[src/common/oc_ctrl_pkg.sv]
/*
  Shared constants, types and helpers for the two-channel output compare
  control block: register offsets, field layouts, reset values, modes.
  Assumes a 16-bit register data path and byte addresses on an 8-bit bus.
*/
package oc_ctrl_pkg;

  localparam int DATA_W = 16;
  localparam int ADDR_W = 8;

  // Register byte offsets
  localparam logic [ADDR_W-1:0] OFS_EVENT_GEN = 8'h14;
  localparam logic [ADDR_W-1:0] OFS_CH_PAIR_CTRL = 8'h18;
  localparam logic [ADDR_W-1:0] OFS_COMPARE_1 = 8'h34;
  localparam logic [ADDR_W-1:0] OFS_COMPARE_2 = 8'h38;
  localparam logic [ADDR_W-1:0] OFS_CH_STATUS = 8'h40;

  // Reset values
  localparam logic [DATA_W-1:0] RST_CH_PAIR_CTRL = 16'h0000;
  localparam logic [DATA_W-1:0] RST_COMPARE = 16'h0000;

  // Field positions
  localparam int BIT_UPDATE_GENERATE = 0;
  localparam int CH1_LSB = 0;
  localparam int CH2_LSB = 8;
  localparam int CH_CFG_W = 8;
  localparam int ST_CH1_REF = 0;
  localparam int ST_CH2_REF = 1;
  localparam int ST_CH1_CAPTURE = 2;
  localparam int ST_CH2_CAPTURE = 3;

  // Protection level that freezes mode and preload of an output channel
  localparam logic [1:0] LOCK_LEVEL_FULL = 2'h3;

  // Trigger register stages before a fast-mode forced level reaches the reference
  localparam int TRIG_FAST_STAGES = 2;

  typedef enum logic [2:0] {
    MODE_FREEZE = 3'b000,
    MODE_MATCH_HIGH = 3'b001,
    MODE_MATCH_LOW = 3'b010,
    MODE_MATCH_TOGGLE = 3'b011,
    MODE_FORCE_LOW = 3'b100,
    MODE_FORCE_HIGH = 3'b101,
    MODE_PWM_ONE = 3'b110,
    MODE_PWM_TWO = 3'b111
  } compare_mode_e;

  typedef enum logic [1:0] {
    DIR_OUTPUT = 2'b00,
    DIR_INPUT_OWN = 2'b01,
    DIR_INPUT_OTHER = 2'b10,
    DIR_INPUT_TRIGGER = 2'b11
  } direction_e;

  // One channel's byte of the control register, msb first
  typedef struct packed {
    logic ref_clear_enable;
    compare_mode_e compare_mode;
    logic compare_preload_en;
    logic fast_response_en;
    direction_e direction_select;
  } ch_cfg_s;

  // Inputs from the timer core that both channels share
  typedef struct packed {
    logic [DATA_W-1:0] count;
    logic count_down;
    logic update_event;
    logic trigger_edge;
    logic filtered_external_trigger;
  } core_status_s;

  function automatic logic is_pwm(input compare_mode_e mode);
    return (mode == MODE_PWM_ONE) || (mode == MODE_PWM_TWO);
  endfunction

endpackage

[src/logic/oc_reference_channel.sv]
/*
  Reference waveform generator for one compare channel.
  Assumes the counter, compare value and trigger pulse are synchronous to clk_in.
*/
`timescale 1ns/1ps
module oc_reference_channel #(
  parameter int COUNT_W = oc_ctrl_pkg::DATA_W
) (
  // Clock and reset
  input wire logic clk_in,
  input wire logic rst_in,
  // Configuration and compare value
  input oc_ctrl_pkg::ch_cfg_s cfg_in,
  input wire logic [COUNT_W-1:0] compare_in,
  // Timer core
  input wire logic [COUNT_W-1:0] count_in,
  input wire logic count_down_in,
  input wire logic trig_fast_in,
  input wire logic ext_trigger_in,
  // Reference output
  output logic ref_out
);

  logic match_d;
  logic below_d;
  logic above_d;
  oc_ctrl_pkg::compare_mode_e mode_d;
  logic match;
  logic match_rise;
  logic below;
  logic above;
  logic pwm_level;
  logic match_level;
  logic next_ref;

  assign match = (count_in == compare_in);
  assign match_rise = match && !match_d;
  assign below = (count_in < compare_in);
  assign above = (count_in > compare_in);

  // PWM level from the comparison, and the level it takes at the match point
  always_comb begin
    if (cfg_in.compare_mode == oc_ctrl_pkg::MODE_PWM_ONE) begin
      pwm_level = count_down_in ? !above : below;
      match_level = count_down_in;
    end else begin
      pwm_level = count_down_in ? above : !below;
      match_level = !count_down_in;
    end
  end

  always_comb begin
    next_ref = ref_out;
    case (cfg_in.compare_mode)
      oc_ctrl_pkg::MODE_FREEZE: next_ref = ref_out;
      oc_ctrl_pkg::MODE_MATCH_HIGH: next_ref = match_rise ? 1'b1 : ref_out;
      oc_ctrl_pkg::MODE_MATCH_LOW: next_ref = match_rise ? 1'b0 : ref_out;
      oc_ctrl_pkg::MODE_MATCH_TOGGLE: next_ref = match_rise ? !ref_out : ref_out;
      oc_ctrl_pkg::MODE_FORCE_LOW: next_ref = 1'b0;
      oc_ctrl_pkg::MODE_FORCE_HIGH: next_ref = 1'b1;
      oc_ctrl_pkg::MODE_PWM_ONE, oc_ctrl_pkg::MODE_PWM_TWO: begin
        // Level moves only on a new comparison result or on leaving freeze
        if (below != below_d || above != above_d || mode_d == oc_ctrl_pkg::MODE_FREEZE) begin
          next_ref = pwm_level;
        end
        if (cfg_in.fast_response_en && trig_fast_in) begin
          next_ref = match_level;
        end
      end
      default: next_ref = ref_out;
    endcase
    if (cfg_in.ref_clear_enable && ext_trigger_in) begin
      next_ref = 1'b0;
    end
  end

  always_ff @(posedge clk_in) begin
    if (rst_in) begin
      ref_out <= 1'b0;
    end else begin
      ref_out <= next_ref;
    end
  end

  always_ff @(posedge clk_in) begin
    if (rst_in) begin
      match_d <= 1'b0;
      below_d <= 1'b0;
      above_d <= 1'b0;
      mode_d <= oc_ctrl_pkg::MODE_FREEZE;
    end else begin
      match_d <= match;
      below_d <= below;
      above_d <= above;
      mode_d <= cfg_in.compare_mode;
    end
  end

endmodule

[src/logic/timer_output_compare_channel_ctrl.sv]
/*
  Output compare control for two timer channels: control register,
  compare registers with preload, reference waveforms, capture input
  selection and the software update request.
  Assumes a timer core that supplies the counter, direction, update event,
  trigger edge and filtered external trigger, all synchronous to clk_in.
*/
//
// Behaviour
// - Clear enable zeroes either channel's reference on trigger
// - Reference active high; polarity sets output levels
// - Freeze mode leaves reference unchanged
// - Match sets, clears or toggles reference
// - Modes 100/101 force reference low/high
// - PWM one: high below compare counting up
// - PWM two: low below compare counting up
// - PWM level changes only on comparison change or on leaving freeze
// - Lock level 3 output blocks mode/preload writes
// - Preload on: access preload, copy at update
// - Preload off: writes take effect immediately
// - Fast enable: trigger forces compare level, three cycles
// - Fast off: normal comparison, five cycle minimum
// - Fast enable acts only in PWM modes
// - Direction codes: output, own input, other input
// - Code 11 selects internal trigger when selected
// - Direction writable only while channel disabled
// - Low byte holds channel-1 fields
// - Control register resets to zero
// - Update request reinitialises counter, transfers preload
`timescale 1ns/1ps
module timer_output_compare_channel_ctrl #(
  parameter int COUNT_W = oc_ctrl_pkg::DATA_W
) (
  // Clock and reset
  input wire logic clk_in,
  input wire logic rst_in,
  // Register port
  input wire logic [oc_ctrl_pkg::ADDR_W-1:0] reg_addr_in,
  input wire logic [oc_ctrl_pkg::DATA_W-1:0] reg_wdata_in,
  input wire logic reg_write_in,
  input wire logic reg_read_in,
  output logic [oc_ctrl_pkg::DATA_W-1:0] reg_rdata_out,
  // Timer core status
  input oc_ctrl_pkg::core_status_s core_in,
  input wire logic [COUNT_W-1:0] counter_in,
  // Protection and channel enables
  input wire logic [1:0] lock_level_in,
  input wire logic ch1_channel_enable_in,
  input wire logic ch2_channel_enable_in,
  // Output polarity
  input wire logic ch1_main_polarity_in,
  input wire logic ch1_comp_polarity_in,
  input wire logic ch2_main_polarity_in,
  input wire logic ch2_comp_polarity_in,
  // Capture sources
  input wire logic timer_input_one_in,
  input wire logic timer_input_two_in,
  input wire logic internal_trigger_source_in,
  input wire logic trigger_source_select_internal_in,
  // Reference waveforms
  output logic ch1_reference_wave_out,
  output logic ch2_reference_wave_out,
  // Channel outputs
  output logic ch1_main_output_out,
  output logic ch1_comp_output_out,
  output logic ch2_main_output_out,
  output logic ch2_comp_output_out,
  // Capture inputs
  output logic ch1_capture_input_out,
  output logic ch2_capture_input_out,
  // Update request to the counter core
  output logic update_generate_out
);

  ////////////////////////////////////////////////////////////////////////////
  // Register decode

  localparam int TRIG_STAGES_W = oc_ctrl_pkg::TRIG_FAST_STAGES;

  oc_ctrl_pkg::ch_cfg_s ch1_cfg;
  oc_ctrl_pkg::ch_cfg_s ch2_cfg;
  logic [COUNT_W-1:0] ch1_compare_preload;
  logic [COUNT_W-1:0] ch2_compare_preload;
  logic [COUNT_W-1:0] ch1_compare_active;
  logic [COUNT_W-1:0] ch2_compare_active;
  logic [TRIG_STAGES_W-1:0] trig_pipe;
  logic ch1_ref;
  logic ch2_ref;
  logic preload_transfer;
  logic wr_ctrl;
  logic wr_cmp1;
  logic wr_cmp2;
  logic wr_evgen;
  oc_ctrl_pkg::ch_cfg_s next_ch1_cfg;
  oc_ctrl_pkg::ch_cfg_s next_ch2_cfg;
  logic [oc_ctrl_pkg::DATA_W-1:0] next_rdata;

  assign wr_ctrl = reg_write_in && (reg_addr_in == oc_ctrl_pkg::OFS_CH_PAIR_CTRL);
  assign wr_cmp1 = reg_write_in && (reg_addr_in == oc_ctrl_pkg::OFS_COMPARE_1);
  assign wr_cmp2 = reg_write_in && (reg_addr_in == oc_ctrl_pkg::OFS_COMPARE_2);
  assign wr_evgen = reg_write_in && (reg_addr_in == oc_ctrl_pkg::OFS_EVENT_GEN);

  // A hardware update event or the software request moves preload values
  assign preload_transfer = core_in.update_event || update_generate_out;

  ////////////////////////////////////////////////////////////////////////////
  // Write filter for one channel byte

  function automatic oc_ctrl_pkg::ch_cfg_s filter_cfg(
    input oc_ctrl_pkg::ch_cfg_s cur,
    input oc_ctrl_pkg::ch_cfg_s wr,
    input logic [1:0] lock_level,
    input logic channel_enable
  );
    oc_ctrl_pkg::ch_cfg_s res;
    res = wr;
    if (lock_level == oc_ctrl_pkg::LOCK_LEVEL_FULL &&
        cur.direction_select == oc_ctrl_pkg::DIR_OUTPUT) begin
      res.compare_mode = cur.compare_mode;
      res.compare_preload_en = cur.compare_preload_en;
    end
    if (channel_enable) begin
      res.direction_select = cur.direction_select;
    end
    return res;
  endfunction

  always_comb begin
    next_ch1_cfg = filter_cfg(
      oc_ctrl_pkg::ch_cfg_s'(ch1_cfg),
      reg_wdata_in[oc_ctrl_pkg::CH1_LSB +: oc_ctrl_pkg::CH_CFG_W],
      lock_level_in,
      ch1_channel_enable_in);
    next_ch2_cfg = filter_cfg(
      oc_ctrl_pkg::ch_cfg_s'(ch2_cfg),
      reg_wdata_in[oc_ctrl_pkg::CH2_LSB +: oc_ctrl_pkg::CH_CFG_W],
      lock_level_in,
      ch2_channel_enable_in);
  end

  ////////////////////////////////////////////////////////////////////////////
  // Channel pair control register

  always_ff @(posedge clk_in) begin
    if (rst_in) begin
      ch1_cfg <= oc_ctrl_pkg::ch_cfg_s'(
        oc_ctrl_pkg::RST_CH_PAIR_CTRL[oc_ctrl_pkg::CH1_LSB +: oc_ctrl_pkg::CH_CFG_W]);
      ch2_cfg <= oc_ctrl_pkg::ch_cfg_s'(
        oc_ctrl_pkg::RST_CH_PAIR_CTRL[oc_ctrl_pkg::CH2_LSB +: oc_ctrl_pkg::CH_CFG_W]);
    end else if (wr_ctrl) begin
      ch1_cfg <= next_ch1_cfg;
      ch2_cfg <= next_ch2_cfg;
    end
  end

  ////////////////////////////////////////////////////////////////////////////
  // Compare registers with preload

  always_ff @(posedge clk_in) begin
    if (rst_in) begin
      ch1_compare_preload <= COUNT_W'(oc_ctrl_pkg::RST_COMPARE);
      ch2_compare_preload <= COUNT_W'(oc_ctrl_pkg::RST_COMPARE);
    end else begin
      if (wr_cmp1) begin
        ch1_compare_preload <= COUNT_W'(reg_wdata_in);
      end
      if (wr_cmp2) begin
        ch2_compare_preload <= COUNT_W'(reg_wdata_in);
      end
    end
  end

  // Active copy: direct when preload is off, else loaded on update
  always_ff @(posedge clk_in) begin
    if (rst_in) begin
      ch1_compare_active <= COUNT_W'(oc_ctrl_pkg::RST_COMPARE);
      ch2_compare_active <= COUNT_W'(oc_ctrl_pkg::RST_COMPARE);
    end else begin
      if (!ch1_cfg.compare_preload_en) begin
        if (wr_cmp1) begin
          ch1_compare_active <= COUNT_W'(reg_wdata_in);
        end
      end else if (preload_transfer) begin
        ch1_compare_active <= ch1_compare_preload;
      end
      if (!ch2_cfg.compare_preload_en) begin
        if (wr_cmp2) begin
          ch2_compare_active <= COUNT_W'(reg_wdata_in);
        end
      end else if (preload_transfer) begin
        ch2_compare_active <= ch2_compare_preload;
      end
    end
  end

  ////////////////////////////////////////////////////////////////////////////
  // Software update request

  always_ff @(posedge clk_in) begin
    if (rst_in) begin
      update_generate_out <= 1'b0;
    end else begin
      update_generate_out <= wr_evgen && reg_wdata_in[oc_ctrl_pkg::BIT_UPDATE_GENERATE];
    end
  end

  ////////////////////////////////////////////////////////////////////////////
  // Trigger edge pipeline for fast response

  // Two stages plus the reference flop give three cycles from edge to level
  always_ff @(posedge clk_in) begin
    if (rst_in) begin
      trig_pipe <= '0;
    end else begin
      trig_pipe <= {trig_pipe[TRIG_STAGES_W-2:0], core_in.trigger_edge};
    end
  end

  ////////////////////////////////////////////////////////////////////////////
  // Reference waveforms

  oc_reference_channel #(
    .COUNT_W(COUNT_W)
  ) u_ch1_ref (
    .clk_in(clk_in),
    .rst_in(rst_in),
    .cfg_in(ch1_cfg),
    .compare_in(ch1_compare_active),
    .count_in(counter_in),
    .count_down_in(core_in.count_down),
    .trig_fast_in(trig_pipe[TRIG_STAGES_W-1]),
    .ext_trigger_in(core_in.filtered_external_trigger),
    .ref_out(ch1_ref)
  );

  // Without fast enable only the comparison drives the level
  oc_reference_channel #(
    .COUNT_W(COUNT_W)
  ) u_ch2_ref (
    .clk_in(clk_in),
    .rst_in(rst_in),
    .cfg_in(ch2_cfg),
    .compare_in(ch2_compare_active),
    .count_in(counter_in),
    .count_down_in(core_in.count_down),
    .trig_fast_in(trig_pipe[TRIG_STAGES_W-1]),
    .ext_trigger_in(core_in.filtered_external_trigger),
    .ref_out(ch2_ref)
  );

  ////////////////////////////////////////////////////////////////////////////
  // Output stage

  always_ff @(posedge clk_in) begin
    if (rst_in) begin
      ch1_reference_wave_out <= 1'b0;
      ch2_reference_wave_out <= 1'b0;
      ch1_main_output_out <= 1'b0;
      ch1_comp_output_out <= 1'b0;
      ch2_main_output_out <= 1'b0;
      ch2_comp_output_out <= 1'b0;
    end else begin
      ch1_reference_wave_out <= ch1_ref;
      ch2_reference_wave_out <= ch2_ref;
      ch1_main_output_out <= ch1_ref ^ ch1_main_polarity_in;
      ch1_comp_output_out <= !ch1_ref ^ ch1_comp_polarity_in;
      ch2_main_output_out <= ch2_ref ^ ch2_main_polarity_in;
      ch2_comp_output_out <= !ch2_ref ^ ch2_comp_polarity_in;
    end
  end

  ////////////////////////////////////////////////////////////////////////////
  // Capture input selection

  function automatic logic pick_capture(
    input oc_ctrl_pkg::direction_e dir,
    input logic own_input,
    input logic other_input,
    input logic trigger_source,
    input logic trigger_internal
  );
    logic res;
    res = 1'b0;
    case (dir)
      oc_ctrl_pkg::DIR_OUTPUT: res = 1'b0;
      oc_ctrl_pkg::DIR_INPUT_OWN: res = own_input;
      oc_ctrl_pkg::DIR_INPUT_OTHER: res = other_input;
      oc_ctrl_pkg::DIR_INPUT_TRIGGER: res = trigger_internal && trigger_source;
      default: res = 1'b0;
    endcase
    return res;
  endfunction

  always_ff @(posedge clk_in) begin
    if (rst_in) begin
      ch1_capture_input_out <= 1'b0;
      ch2_capture_input_out <= 1'b0;
    end else begin
      ch1_capture_input_out <= pick_capture(ch1_cfg.direction_select,
        timer_input_one_in, timer_input_two_in,
        internal_trigger_source_in, trigger_source_select_internal_in);
      ch2_capture_input_out <= pick_capture(ch2_cfg.direction_select,
        timer_input_two_in, timer_input_one_in,
        internal_trigger_source_in, trigger_source_select_internal_in);
    end
  end

  ////////////////////////////////////////////////////////////////////////////
  // Read path

  always_comb begin
    next_rdata = '0;
    case (reg_addr_in)
      oc_ctrl_pkg::OFS_CH_PAIR_CTRL: next_rdata = {ch2_cfg, ch1_cfg};
      oc_ctrl_pkg::OFS_COMPARE_1: next_rdata = oc_ctrl_pkg::DATA_W'(ch1_compare_preload);
      oc_ctrl_pkg::OFS_COMPARE_2: next_rdata = oc_ctrl_pkg::DATA_W'(ch2_compare_preload);
      oc_ctrl_pkg::OFS_CH_STATUS: begin
        next_rdata[oc_ctrl_pkg::ST_CH1_REF] = ch1_ref;
        next_rdata[oc_ctrl_pkg::ST_CH2_REF] = ch2_ref;
        next_rdata[oc_ctrl_pkg::ST_CH1_CAPTURE] = ch1_capture_input_out;
        next_rdata[oc_ctrl_pkg::ST_CH2_CAPTURE] = ch2_capture_input_out;
      end
      default: next_rdata = '0;
    endcase
  end

  // Data stand only in the cycle after the read strobe
  always_ff @(posedge clk_in) begin
    if (rst_in) begin
      reg_rdata_out <= '0;
    end else if (reg_read_in) begin
      reg_rdata_out <= next_rdata;
    end else begin
      reg_rdata_out <= '0;
    end
  end

endmodule

[config.mk]
export PLATFORM = sky130hd
export DESIGN_NAME = timer_output_compare_channel_ctrl
export DESIGN_NICKNAME = d
export VERILOG_FILES = /design/src/common/oc_ctrl_pkg.sv /design/src/logic/oc_reference_channel.sv /design/src/logic/timer_output_compare_channel_ctrl.sv
export SDC_FILE = /design/constraint.sdc
export NUM_CORES = 1
export LEC_CHECK = 0
export ABC_CLOCK_PERIOD_IN_PS = 7900
export BUFFER_PORTS_ARGS = -buffer_cell sky130_fd_sc_hd__buf_4
export CELL_PAD_IN_SITES_DETAIL_PLACEMENT = 1
export CELL_PAD_IN_SITES_GLOBAL_PLACEMENT = 1
export CORE_MARGIN = 2
export CORE_UTILIZATION = 45
export DETAILED_ROUTE_END_ITERATION = 7
export PLACE_DENSITY = 0.95
export SLEW_MARGIN = 20
export SYNTH_ARGS = -nofsm -noshare
export SYNTH_HDL_FRONTEND = slang
export SYNTH_SLANG_ARGS = --single-unit
[constraint.sdc]
create_clock -name clk_in -period 7.9 [get_ports clk_in]
set_clock_uncertainty 0.1 [all_clocks]
set_input_delay 1.975 -clock clk_in [delete_from_list [all_inputs] [get_ports clk_in]]
set_output_delay 1.975 -clock clk_in [all_outputs]
set_load 0.03 [all_outputs]
==> run summary <==
highest clock rate = 0.206 GHz
count of endpoints failing hold in the final timing report = 0
Critical Path AT = 5080 ps
share of the synthesized netlist area taken by xor and xnor gates = 0.00897
maximum cell stage delay along the critical path = 990 ps
Most used DFF post-synth = dfxtp_1
power per unit of standard cell area = 219 nW/um^2
wire length per cell after detailed routing = 24.7 um
post-layout power = 1580 uW
total grt overflow = 0
Crit-path slowest cell = o21ai_4
leakage power summed over all cells = 0.00270 uW
series of cell instances along the critical path = buf_4, nor2b_1, nand3b_1, nor4_2, buf_4, nand3_1, o21ai_4, nor2_1, a211oi_1
P&R area growth vs syn = 23.2%
largest net degree at the start of global routing = 107
source of the worst hold timing path = trig_pipe[0]
worst slew margin relative to its limit = 0.262
clock tree from TritonCTS = built
maximum fanout along the worst path = 32
endpoint of the worst-slack reg-to-reg timing path = u_ch1_ref.ref_out
simple-gate area share of the yosys netlist = 0.188
ANT nets after route = 0
depth of the worst register-to-register path = 9
wirelength, routed = 22800 um
minimum period implied by the final worst setup slack = 4860 ps
status = completed
ports placed on the boundary = 101
worst min-delay path endpoint = trig_pipe[1]
clock sink count = 121
Setup Total Neg Slack = 0 ps
Max Cap Viol = 0
unique cell type count in the Yosys netlist = 61
combined area of all synthesized cells = 5860 um^2
depth of the worst hold-timing path = 1
Tightest Pin Transition = 1110 ps
router iterations before antenna repair = 4
proportion of power drawn by flip-flops and latches = 0.391
number of buffers inserted by port buffering = 84
Die Outline Area = 13900 um^2
Die H = 118 um
average footprint of a synthesized cell = 8.69 um^2
Clock Tree Buf Depth = 2
count of endpoints failing setup in the final report = 0
number of logic stages on the critical path including buffering = 9
RSZ-0062 raised after global routing = false
number of flops mapped to enable cells by yosys = 0
DRC = 0
Yosys warning count = 0
via count = 5671
H-tree levels = 4
Worst VDD drop = 0.161 mV
Non-Filler Instances = 923
combinational fraction of design power = 0.062
required time worst endpoint = 8110 ps
Register-to-Register Setup Slack = 4740 ps
CTS Hold Buffers Added = 0
most frequent cells in the layout = dfxtp_1 (121), buf_4 (88), nand2_1 (83)
half-perimeter wire length after placement = 13000 um
number of gates given a new drive strength after cts = 0
share of the cycle needed by the critical path after routing = 0.615
Post-Place Cells = 892
net count after synthesis = 782
clock network fraction of design power = 0.548
clk slew on worst S/H paths = 60 ps
critical path capture point type = flip-flop
global router's overall resource usage = 0.331
wire length of the first global-routing pass = 35500 um
flip-flop and latch count after synthesis = 121
total core area = 12700 um^2
Pins Over Slew Limit = 0
kind of cell adding the most delay to the critical path = compound AO/OA/AOI/OAI gates
final RePlAce weighted congestion = 0.854
worst-case hold slack = 379 ps
switching component of the power = 353 uW
main combinational cell family by area after synthesis = simple AND/OR/NAND/NOR gates
initial DRC count = 488
clock root cell = clkbuf_16
cell internal power dissipation = 1230 uW
effective utilization at floorplan = 0.462
fraction of power spent switching nets = 0.223
buffer and inverter count on the worst path = 2
Filler cells = 1465
number of buffers inserted by post-CTS setup repair = 0
Antenna Diode Count = 0
clock insertion delay at the later pin of the skew report = 430 ps
worst flop-to-flop path startpoint = ch1_compare_active[15]
gate count of the mapped netlist = 674
post-DR vias/cell = 6.14
die extent in x = 118 um
multiplexer share of the synthesized area = 0.109
number of global-route vias before repair = 6210
Critical Path Source Type = primary input
adder and majority cell fraction of the synthesized area = 0.0684
Post-synth ARST share = 0
worst setup path category = in2reg
number of antenna violations at the first check in global routing = 0
proportion of synthesized chip area in sequential cells = 0.414
number of nets in the finished design = 847
cell seen most often among critical-path stages = buf_4
hold crit path type = reg2reg
standard-cell rows = 41
area fraction in compound gates after synthesis = 0.160
most common cell after layout, fill and taps aside = dfxtp_1
fraction of final layout cells sized beyond drive strength 1 = 0.194
number of buffers inserted during clock tree synthesis = 17
layer usage:
metal	track usage	vias up	part of all wire
met2	0.558	312	0.48
met4	0.209	0	0.059
met1	0.374	2772	0.39
li1	-	2488	-
met3	0.0814	99	0.067
met5	0	-	0
metrics by stage:
| step | cell area (um^2) | util | setup WS, ps |
|---|---|---|---|
| floorplan | 5860 | - | 3760 |
| global placement | 6570 | 0.518 | 2860 |
| detailed placement | 6570 | 0.518 | 2570 |
| CTS | 7200 | 0.568 | 2830 |
| global route | 7210 | 0.569 | 3020 |
| finish | 7210 | 0.569 | 3040 |
power by group through the flow:
stage,Sequential (uW),Combinational [uW],Clock [uW]
after global placement,629,85.4,0
final,617,97.3,865
after floorplan,631,41.5,0
after CTS,617,95.2,862
after global routing,617,104,887
after detailed placement,630,91.6,0
synthesized netlist by cell type (2+ instances only):
master	number	share of area
nand4_1	5	0.0053
buf_2	6	0.0051
a211oi_1	35	0.045
o21ai_0	15	0.013
a21oi_1	56	0.048
xor2_1	3	0.0045
inv_1	34	0.022
and2_1	3	0.0032
dfxtp_1	121	0.41
clkbuf_1	27	0.017
nor4_1	4	0.0043
nor2b_1	16	0.017
mux2_2	16	0.031
and3_1	3	0.0032
a211o_1	2	0.0030
mux2i_1	46	0.079
o221ai_1	2	0.0030
buf_1	7	0.0045
nor3b_1	2	0.0026
a31o_2	2	0.0030
nand3_1	9	0.0077
nor3_1	6	0.0051
buf_4	2	0.0026
nand2_1	83	0.053
nand3b_1	2	0.0026
o2bb2ai_1	2	0.0030
nand2b_1	5	0.0053
ha_1	32	0.068
xnor2_1	3	0.0045
nor2_1	80	0.051
a22oi_1	15	0.019
area by class of cell:
type	instances	area (um^2)	share of cell area
sequential	121	2420	0.336
inverter	34	128	0.0177
multi-input combinational	477	3150	0.437
clock inverter	9	170	0.0236
tap	172	215	0.0298
timing repair buffer	88	661	0.0916
clock buffer	22	464	0.0644
logic make-up (layout without fill, tap and decap cells):
| group | Yosys count | in the layout |
|---|---|---|
| flip-flops | 121 | 121 |
| multiplexers | 62 | 62 |
| buffers and inverters | 76 | 153 |
| XOR/XNOR | 6 | 6 |
| adder cells (fa/ha/maj) | 32 | 32 |
| AND/OR/NAND/NOR | 231 | 231 |
| AO/OA/AOI/OAI | 146 | 146 |
worst max-delay path by stage:
stage | from | end | slack (ps)
after detailed placement | reg_addr_in[6] | ch2_compare_active[3] | 2570
after CTS | reg_addr_in[6] | ch2_compare_active[3] | 2830
after floorplan | counter_in[15] | u_ch2_ref.ref_out | 3760
after global placement | reg_addr_in[6] | ch2_compare_active[13] | 2860
final | reg_addr_in[6] | ch2_compare_active[3] | 3040
after global routing | reg_addr_in[6] | ch2_compare_active[3] | 3020
registers in the layout (all words and copies together) (netlist names), 2 cells and up:
signal               cells
trig_pipe                2
u_ch2_ref.mode_d         3
ch1_cfg                  8
ch1_compare_active      16
ch2_compare_active      16
ch2_cfg                  8
reg_rdata_out           16
u_ch1_ref.mode_d         3
ch1_compare_preload     16
ch2_compare_preload     16
Power figures use the tool's default switching activity.
